<file path="src/dac_cmd_consts.vh">
/*
 constants for the serial converter command interface: word layout,
 control codes, register map and timing counts.
 assumes inclusion by bare name from the design files.
*/
`ifndef DAC_CMD_CONSTS_VH
`define DAC_CMD_CONSTS_VH

`define WORD_BITS        16
`define CODE_BITS        12
`define CTRL_HI          15
`define CTRL_LO          13
`define CODE_HI          12
`define CODE_LO          1
`define SUB_BIT_POS      0

`define CMD_LOAD_UPDATE  2'h0
`define CMD_LOAD_BUFFER  2'h1
`define CMD_UPDATE       2'h2
`define CMD_SHUTDOWN     3'h7

`define ADDR_CONTROL     8'h00
`define ADDR_STATUS      8'h04
`define ADDR_BUFFER      8'h08
`define ADDR_CONVERTER   8'h0C
`define ADDR_WORD        8'h10
`define CTRL_RESET       32'h00000000
`define CTRL_EN_BIT      0

`define RESP_OKAY        2'h0
`define RESP_SLVERR      2'h2

`define CLK_PERIOD_NS    50
`define SETTLE_TIME_NS   20000
`define SETTLE_CYCLES    ((`SETTLE_TIME_NS + `CLK_PERIOD_NS - 1) / `CLK_PERIOD_NS)

`endif

</file>
<file path="src/pin_sync.v">
/*
 two flip-flop synchroniser for a group of pin levels.
 assumes the pins are asynchronous to ref_clk; the first stage is read
 only by the second.
*/
`timescale 1ns/10ps
module pin_sync #(
   parameter WIDTH = 3,
   parameter [WIDTH-1:0] INIT = {WIDTH{1'b0}}
) (
   input  wire             ref_clk,   // sampling clock
   input  wire             srst,      // sync reset, active high
   input  wire             clk_en,    // freezes state when low
   input  wire [WIDTH-1:0] pins_in,   // raw pins
   output reg  [WIDTH-1:0] pins_out   // synchronised levels
);
   reg [WIDTH-1:0] meta_ff;

   // two stages; reset value keeps the idle level of each pin
   always @(posedge ref_clk) begin
      if (srst) begin
         meta_ff  <= INIT;
         pins_out <= INIT;
      end else if (clk_en) begin
         meta_ff  <= pins_in;
         pins_out <= meta_ff;
      end
   end
endmodule // pin_sync

</file>
<file path="src/shift_word.v">
/*
 16-bit serial shift register with bit counter, msb first.
 assumes synchronised select and a one-cycle rising-edge strobe of the
 shift clock, both on ref_clk.
*/
`timescale 1ns/10ps
`include "dac_cmd_consts.vh"
module shift_word #(
   parameter WORD_BITS = `WORD_BITS
) (
   input  wire                 ref_clk,     // clock
   input  wire                 srst,        // sync reset
   input  wire                 clk_en,      // clock enable
   input  wire                 sel_active,  // select low, synchronised
   input  wire                 sclk_rise,   // shift clock rising strobe
   input  wire                 din_lvl,     // data level
   output reg  [WORD_BITS-1:0] word_ff,     // shifted word
   output reg  [4:0]           count_ff     // bits taken, saturates
);
   // shift only while selected; a fresh frame restarts the count
   always @(posedge ref_clk) begin
      if (srst) begin
         word_ff  <= {WORD_BITS{1'b0}};
         count_ff <= 5'h00;
      end else if (clk_en) begin
         if (!sel_active) begin
            count_ff <= 5'h00;
         end else if (sclk_rise) begin
            word_ff  <= {word_ff[WORD_BITS-2:0], din_lvl};
            if (count_ff != 5'h1F)
               count_ff <= count_ff + 5'h01;
         end
      end
   end
endmodule // shift_word

</file>
<file path="src/serial_dac_command_interface.v">
/*
 command front end of a 12-bit voltage-output converter: serial link
 receiver, command decode, double-buffered code registers, shutdown,
 and an axi4-lite slave for observation and control.
 assumes link pins are asynchronous to ref_clk (20 MHz) and the shift
 clock runs well below a quarter of ref_clk so every edge is seen.
*/
`timescale 1ns/10ps
`include "dac_cmd_consts.vh"
module serial_dac_command_interface #(
   parameter CODE_BITS     = `CODE_BITS,
   parameter SETTLE_CYCLES = `SETTLE_CYCLES
) (
   input  wire                 ref_clk,        // 20 MHz clock
   input  wire                 srst,           // sync reset, active high
   input  wire                 clk_en,         // freezes all state when low
   input  wire                 sel_n,          // link select, active low
   input  wire                 sclk,           // link shift clock
   input  wire                 sdin,           // link serial data
   output reg  [CODE_BITS-1:0] dac_code,       // converter register
   output reg                  out_drive_en,   // analog output driven
   output reg                  ref_input_en,   // scale input enabled
   output reg                  output_settled, // settle time elapsed
   input  wire [7:0]           s_axi_awaddr,   // write address
   input  wire                 s_axi_awvalid,  // write address valid
   output reg                  s_axi_awready,  // write address ready
   input  wire [31:0]          s_axi_wdata,    // write data
   input  wire [3:0]           s_axi_wstrb,    // write strobes
   input  wire                 s_axi_wvalid,   // write data valid
   output reg                  s_axi_wready,   // write data ready
   output reg  [1:0]           s_axi_bresp,    // write response
   output reg                  s_axi_bvalid,   // write response valid
   input  wire                 s_axi_bready,   // write response ready
   input  wire [7:0]           s_axi_araddr,   // read address
   input  wire                 s_axi_arvalid,  // read address valid
   output reg                  s_axi_arready,  // read address ready
   output reg  [31:0]          s_axi_rdata,    // read data
   output reg  [1:0]           s_axi_rresp,    // read response
   output reg                  s_axi_rvalid,   // read data valid
   input  wire                 s_axi_rready    // read data ready
);
   localparam [1:0] ST_IDLE  = 2'h0;
   localparam [1:0] ST_FRAME = 2'h1;
   localparam [2:0] SYNC_INIT = 3'h6; // select high, clock high, data low

   wire [2:0]  pins_lvl;
   wire        sel_lvl_n = pins_lvl[2];
   wire        sclk_lvl  = pins_lvl[1];
   wire        din_lvl   = pins_lvl[0];
   wire [15:0] word;
   wire [4:0]  bit_count;

   reg [1:0]           state_ff;
   reg [1:0]           nxt_state;
   reg                 sclk_prev_ff;
   reg [CODE_BITS-1:0] buffer_ff;
   reg [CODE_BITS-1:0] conv_ff;
   reg                 shutdown_ff;
   reg                 link_en_ff;
   reg [15:0]          last_word_ff;
   reg [7:0]           frames_ok_ff;
   reg [7:0]           frames_bad_ff;
   reg [15:0]          settle_cnt_ff;
   reg                 aw_got_ff;
   reg                 w_got_ff;
   reg [7:0]           aw_addr_ff;
   reg [31:0]          w_data_ff;
   reg [3:0]           w_strb_ff;

   // link pins are foreign to ref_clk: two stages before any use
   pin_sync #(
      .WIDTH (3),
      .INIT  (SYNC_INIT)
   ) u_pin_sync (
      .ref_clk  (ref_clk),
      .srst     (srst),
      .clk_en   (clk_en),
      .pins_in  ({sel_n, sclk, sdin}),
      .pins_out (pins_lvl)
   );

   // serial logic disabled while select high or link disabled by software
   wire sel_active = ~sel_lvl_n & link_en_ff;
   wire sclk_rise  = sclk_lvl & ~sclk_prev_ff;

   shift_word #(
      .WORD_BITS (`WORD_BITS)
   ) u_shift_word (
      .ref_clk    (ref_clk),
      .srst       (srst),
      .clk_en     (clk_en),
      .sel_active (sel_active),
      .sclk_rise  (sclk_rise),
      .din_lvl    (din_lvl),
      .word_ff    (word),
      .count_ff   (bit_count)
   );

   // frame tracker: end of frame is the select rising edge
   always @* begin
      nxt_state = state_ff;
      case (state_ff)
         ST_IDLE:  if (sel_active) nxt_state = ST_FRAME;
         ST_FRAME: if (!sel_active) nxt_state = ST_IDLE;
         default:  nxt_state = ST_IDLE;
      endcase
   end

   wire frame_end = (state_ff == ST_FRAME) & ~sel_active;
   wire frame_ok  = frame_end & (bit_count == 5'h10);

   // field split of the word
   wire [2:0]           ctrl_code = word[`CTRL_HI:`CTRL_LO];
   wire [CODE_BITS-1:0] code_bits = word[`CODE_HI:`CODE_LO];
   wire                 sub_bit   = word[`SUB_BIT_POS];

   wire is_shutdown = (ctrl_code == `CMD_SHUTDOWN);
   wire is_load_upd = (ctrl_code[1:0] == `CMD_LOAD_UPDATE);
   wire is_load_buf = (ctrl_code[1:0] == `CMD_LOAD_BUFFER);
   wire is_update   = (ctrl_code[1:0] == `CMD_UPDATE);
   wire wake        = frame_ok & (is_load_upd | is_update);

   // clock edge finder and frame state
   always @(posedge ref_clk) begin
      if (srst) begin
         sclk_prev_ff <= 1'b1;
         state_ff     <= ST_IDLE;
      end else if (clk_en) begin
         sclk_prev_ff <= sclk_lvl;
         state_ff     <= nxt_state;
      end
   end

   // double-buffered code registers and shutdown; 011 matches nothing
   always @(posedge ref_clk) begin
      if (srst) begin
         buffer_ff   <= {CODE_BITS{1'b0}};
         conv_ff     <= {CODE_BITS{1'b0}};
         shutdown_ff <= 1'b0;
      end else if (clk_en && frame_ok) begin
         if (is_load_upd) begin
            buffer_ff   <= code_bits;
            conv_ff     <= code_bits;
            shutdown_ff <= 1'b0;
         end else if (is_load_buf) begin
            buffer_ff <= code_bits;
         end else if (is_update) begin
            conv_ff     <= buffer_ff;
            shutdown_ff <= 1'b0;
         end else if (is_shutdown) begin
            shutdown_ff <= 1'b1;
         end
      end
   end

   // frame log for software; the last word kept even if malformed
   always @(posedge ref_clk) begin
      if (srst) begin
         last_word_ff  <= 16'h0000;
         frames_ok_ff  <= 8'h00;
         frames_bad_ff <= 8'h00;
      end else if (clk_en && frame_end) begin
         last_word_ff <= word;
         if (frame_ok)
            frames_ok_ff <= frames_ok_ff + 8'h01;
         else
            frames_bad_ff <= frames_bad_ff + 8'h01;
      end
   end

   // settle timer restarts on reset release and on each wake while in shutdown
   always @(posedge ref_clk) begin
      if (srst) begin
         settle_cnt_ff <= 16'h0000;
      end else if (clk_en) begin
         if (wake && shutdown_ff)
            settle_cnt_ff <= 16'h0000;
         else if (settle_cnt_ff != SETTLE_CYCLES[15:0])
            settle_cnt_ff <= settle_cnt_ff + 16'h0001;
      end
   end

   // pin outputs from flops; analog ends float during shutdown
   always @(posedge ref_clk) begin
      if (srst) begin
         dac_code       <= {CODE_BITS{1'b0}};
         out_drive_en   <= 1'b1;
         ref_input_en   <= 1'b1;
         output_settled <= 1'b0;
      end else if (clk_en) begin
         dac_code       <= conv_ff;
         out_drive_en   <= ~shutdown_ff;
         ref_input_en   <= ~shutdown_ff;
         output_settled <= ~shutdown_ff & (settle_cnt_ff == SETTLE_CYCLES[15:0]);
      end
   end

   // axi4-lite write: address and data taken in either order
   wire do_write = aw_got_ff & w_got_ff & ~s_axi_bvalid;
   always @(posedge ref_clk) begin
      if (srst) begin
         s_axi_awready <= 1'b1;
         s_axi_wready  <= 1'b1;
         s_axi_bvalid  <= 1'b0;
         s_axi_bresp   <= `RESP_OKAY;
         aw_got_ff     <= 1'b0;
         w_got_ff      <= 1'b0;
         aw_addr_ff    <= 8'h00;
         w_data_ff     <= 32'h00000000;
         w_strb_ff     <= 4'h0;
         link_en_ff    <= 1'b1;
      end else if (clk_en) begin
         if (s_axi_awvalid && s_axi_awready) begin
            aw_addr_ff    <= s_axi_awaddr;
            aw_got_ff     <= 1'b1;
            s_axi_awready <= 1'b0;
         end
         if (s_axi_wvalid && s_axi_wready) begin
            w_data_ff    <= s_axi_wdata;
            w_strb_ff    <= s_axi_wstrb;
            w_got_ff     <= 1'b1;
            s_axi_wready <= 1'b0;
         end
         if (do_write) begin
            s_axi_bvalid <= 1'b1;
            if (aw_addr_ff[7:2] == `ADDR_CONTROL >> 2) begin
               if (w_strb_ff[0])
                  link_en_ff <= w_data_ff[`CTRL_EN_BIT];
               s_axi_bresp <= `RESP_OKAY;
            end else if (aw_addr_ff[7:2] <= `ADDR_WORD >> 2) begin
               s_axi_bresp <= `RESP_OKAY;   // read-only: write ignored
            end else begin
               s_axi_bresp <= `RESP_SLVERR;
            end
         end
         if (s_axi_bvalid && s_axi_bready) begin
            s_axi_bvalid  <= 1'b0;
            aw_got_ff     <= 1'b0;
            w_got_ff      <= 1'b0;
            s_axi_awready <= 1'b1;
            s_axi_wready  <= 1'b1;
         end
      end
   end

   // axi4-lite read: one cycle after address, held until rready
   always @(posedge ref_clk) begin
      if (srst) begin
         s_axi_arready <= 1'b1;
         s_axi_rvalid  <= 1'b0;
         s_axi_rdata   <= 32'h00000000;
         s_axi_rresp   <= `RESP_OKAY;
      end else if (clk_en) begin
         if (s_axi_arvalid && s_axi_arready) begin
            s_axi_arready <= 1'b0;
            s_axi_rvalid  <= 1'b1;
            s_axi_rresp   <= `RESP_OKAY;
            if (s_axi_araddr[7:2] == `ADDR_CONTROL >> 2)
               s_axi_rdata <= {31'h0, link_en_ff};
            else if (s_axi_araddr[7:2] == `ADDR_STATUS >> 2)
               s_axi_rdata <= {frames_bad_ff, frames_ok_ff, 12'h000, bit_count[3:0] == 4'h0 ? 1'b0 : 1'b1,
                               output_settled, sel_active, shutdown_ff};
            else if (s_axi_araddr[7:2] == `ADDR_BUFFER >> 2)
               s_axi_rdata <= {20'h00000, buffer_ff};
            else if (s_axi_araddr[7:2] == `ADDR_CONVERTER >> 2)
               s_axi_rdata <= {20'h00000, conv_ff};
            else if (s_axi_araddr[7:2] == `ADDR_WORD >> 2)
               s_axi_rdata <= {16'h0000, last_word_ff};
            else begin
               s_axi_rdata <= 32'h00000000;
               s_axi_rresp <= `RESP_SLVERR;
            end
         end else if (s_axi_rvalid && s_axi_rready) begin
            s_axi_rvalid  <= 1'b0;
            s_axi_arready <= 1'b1;
         end
      end
   end
endmodule // serial_dac_command_interface

</file>
<file path="config.mk">
export PLATFORM = sky130hd
export DESIGN_NAME = serial_dac_command_interface
export DESIGN_NICKNAME = d
export VERILOG_FILES = /design/src/pin_sync.v /design/src/shift_word.v /design/src/serial_dac_command_interface.v
export VERILOG_INCLUDE_DIRS = /design/src
export SDC_FILE = /design/constraint.sdc
export NUM_CORES = 1
export LEC_CHECK = 0
export ABC_AREA = 1
export BUFFER_PORTS_ARGS = -buffer_cell sky130_fd_sc_hd__buf_2
export CAP_MARGIN = 10
export CORE_ASPECT_RATIO = 1.75
export CORE_UTILIZATION = 30
export CTS_CLUSTER_SIZE = 24
export DETAILED_ROUTE_END_ITERATION = 12
export GPL_ROUTABILITY_DRIVEN = 0
export SLEW_MARGIN = 30
export SYNTH_ARGS = -nofsm -noshare
export SYNTH_HDL_FRONTEND = slang
export SYNTH_HIERARCHICAL = 1
export SYNTH_SLANG_ARGS = --single-unit
</file>
<file path="constraint.sdc">
create_clock -name ref_clk -period 2.38 [get_ports ref_clk]
set_input_delay 0.357 -clock ref_clk [delete_from_list [all_inputs] [get_ports ref_clk]]
set_output_delay 0.357 -clock ref_clk [all_outputs]
set_load 0.01 [all_outputs]
</file>
==> flow_metrics.env <==
export IMPL_status="finished clean"
export IMPL_clkPwrFrac_pct=47.0
export IMPL_cts_buffers=17
export IMPL_synth_largest_area_cell="dfxtp_1"
export IMPL_overflow=0
export IMPL_final_setup_skew_ns=0.00626
export IMPL_area_growth_pct=17.5
export IMPL_layout_setup_ws_ns=0.448
export IMPL_placement_setup_worst_slack_ns=0.379
export IMPL_drc=0
export IMPL_seqPwrFrac_pct=47.1
export IMPL_clock_sinks=166
export IMPL_fmax_mhz=518
export IMPL_cp_data_required_time_ns=2.71
export IMPL_fin_nets=1175
export IMPL_cp_max_fo=23
export IMPL_intPower_w=0.00469
export IMPL_cts_htree_levels=4
export IMPL_hpwl_um=14100
export IMPL_ys_flop_type="dfxtp_1"
export IMPL_clkSlewWorstSetupHoldPaths_ns=0.06
export IMPL_start_util_pct=30.6
export IMPL_grt_total_usage_pct=16.2
export IMPL_synth_edf_count=0
export IMPL_antenna_found_initial=0
export IMPL_startpoint_type="flop"
export IMPL_die_width_um=121
export IMPL_firstDrtPassIters=4
export IMPL_dieArea_um2=25300
export IMPL_grt_max_degree=84
export IMPL_worst_pin_slew_ns=0.730
export IMPL_routed_via_density=4.72
export IMPL_wl_per_cell_um=13.7
export IMPL_swShare_pct=23.1
export IMPL_ys_ff_latch=166
export IMPL_clockRootBuffer="clkbuf_16"
export IMPL_setup_violations_final=0
export IMPL_synth_top_area_share_pct=45.0
export IMPL_rsz0062_at_grt="no"
export IMPL_min_period_over_period_pct=81.2
export IMPL_grt_pass1_vias=6307
export IMPL_crit_arrival_ns=2.26
export IMPL_netlist_top_cells_area="dfxtp_1 (45%), nand2_1 (11%), a21oi_1 (7.8%), nor2_1 (7.6%), o21ai_0 (5.6%)"
export IMPL_fin_tns_setup_ns=0
export IMPL_cts_path_max_buffers=2
export IMPL_num_vias=6725
export IMPL_critical_path_class="flop to flop"
export IMPL_postCtsResizedCells=0
export IMPL_core_um2=24100
export IMPL_ant_nets=0
export IMPL_yosys_cell_count_top_type="nand2_1"
export IMPL_cts_setup_buffers=0
export IMPL_relSlewSlack_pct=51.3
export IMPL_holdCritPathClass="input pin to flop"
export IMPL_ys_warn_count=6
export IMPL_syn_area_um2=7390
export IMPL_row_count=75
export IMPL_crit_path_end_kind="flop"
export IMPL_hold_viol=0
export IMPL_power_w=0.00609
export IMPL_powerDensity_nw_per_um2=702
export IMPL_synthCells=1038
export IMPL_syn_area_per_cell_um2=7.12
export IMPL_maxCapViolations=0
export IMPL_ioPinCount=119
export IMPL_ys_types=43
export IMPL_leakagePower_nw=3.49
export IMPL_diodes=0
export IMPL_synth_seq_area_share_pct=45.0
export IMPL_drt_wl_total_um=19600
export IMPL_drt_initial_drc_count=501
export IMPL_report_final_slew_viol_count=0
export IMPL_grt_pass1_wl_um=31300
export IMPL_switchingPower_w=0.00141
export IMPL_die_h_um=210
export IMPL_postCtsHoldBufs=0
export IMPL_drive_gt1_share_pct=14.1
export IMPL_synthArstFlopShare_pct=0
export IMPL_cts_tree="done"
export IMPL_clkLatencyLatePin_ns=0.43
export IMPL_vdd_drop_max_mv=0.506
export IMPL_utilization_pct=36.0
export IMPL_period_needed_ns=1.93
export IMPL_synth_commonest_cells="nand2_1 (226), dfxtp_1 (166), nor2_1 (150)"
export IMPL_io_buffers=78
export IMPL_p_comb_share_pct=5.9
per-stage QoR:
step / hold WS, ns / instances / cell area (um^2)
CTS: 0.111 / 1425 / 8670
finish: 0.128 / 1425 / 8680
detailed placement: 0.441 / 1394 / 8060
global placement: 0.435 / 1394 / 8060
global route: 0.139 / 1425 / 8680
floorplan: 0.425 / 1039 / 7390
power by group through the flow:
stage | clock network, W | registers, W | logic [W]
finish | 0.00287 | 0.00287 | 0.000360
global route | 0.00307 | 0.00287 | 0.000409
CTS | 0.00294 | 0.00287 | 0.000366
detailed placement | 0 | 0.00293 | 0.000365
global placement | 0 | 0.00293 | 0.000360
floorplan | 0 | 0.00293 | 0.000238
per-layer routing:
metal  track usage, %  routed length (um)
met5                0                   0
met4             9.92                 951
met3             3.91                 783
met2             29.4               10200
met1             16.4                7640
cells in the final DEF, fill, tap and decap left out, types with 12 or more instances in the layout:
cell,n
nor3_1,14
dfxtp_1,166
nor2_1,150
nand3_1,62
inv_1,86
nand2_1,226
buf_4,15
o211ai_1,12
buf_2,78
clkbuf_16,17
o21ai_0,83
a21oi_1,115
worst paths after layout:
path	start	depth (start not counted)	slack, ns	end
setup reg to reg	link_en_ff	10	0.45	buffer_ff[0]
setup / recovery	link_en_ff	10	0.45	buffer_ff[0]
hold / removal	sel_n	3	0.13	u_pin_sync/meta_ff[2]
hold reg to reg	w_got_ff	2	0.45	w_got_ff
flip-flops by register name, summed over array words and instances (netlist names), 3 cells and up:
name / count
aw_addr_ff: 6
buffer_ff: 12
frames_bad_ff: 8
s_axi_rdata: 32
settle_cnt_ff: 16
dac_code: 12
last_word_ff: 16
frames_ok_ff: 8
u_pin_sync/pins_out: 3
u_shift_word/count_ff: 5
conv_ff: 12
u_pin_sync/meta_ff: 3
u_shift_word/word_ff: 16
worst max-delay path, stage by stage (launching register included):
cell and delay, ns:
dfxtp_1 0.41, inv_1 0.06, nor2_1 0.12, inv_1 0.09, ha_1 0.20, nand2_2 0.23
nor2_8 0.10, nand2_2 0.35, inv_1 0.11, nor2_1 0.11, nor2_1 0.05
final cells by class:
class	instances	area [um^2]
Inverter	96	369
Clock buffer	21	470
Timing Repair Buffer	95	534
Sequential cell	166	3320
Clock inverter	10	146
Fill cell	2539	15400
Tap cell	308	385
Multi-Input combinational cell	729	3450
cells by family after synthesis:
| family | Yosys count | share of synthesized area, % |
|---|---|---|
| adders and majority gates | 7 | 1.19 |
| muxes | 2 | 0.271 |
| buffers and inverters | 144 | 8.37 |
| xor gates and xnor gates | 7 | 0.830 |
| DFF | 166 | 45.0 |
| AOI/OAI and AO/OA | 219 | 15.5 |
| other | 1 | 0.0508 |
| and+or+nand+nor | 492 | 28.8 |
(Power assumes the default switching activity.)
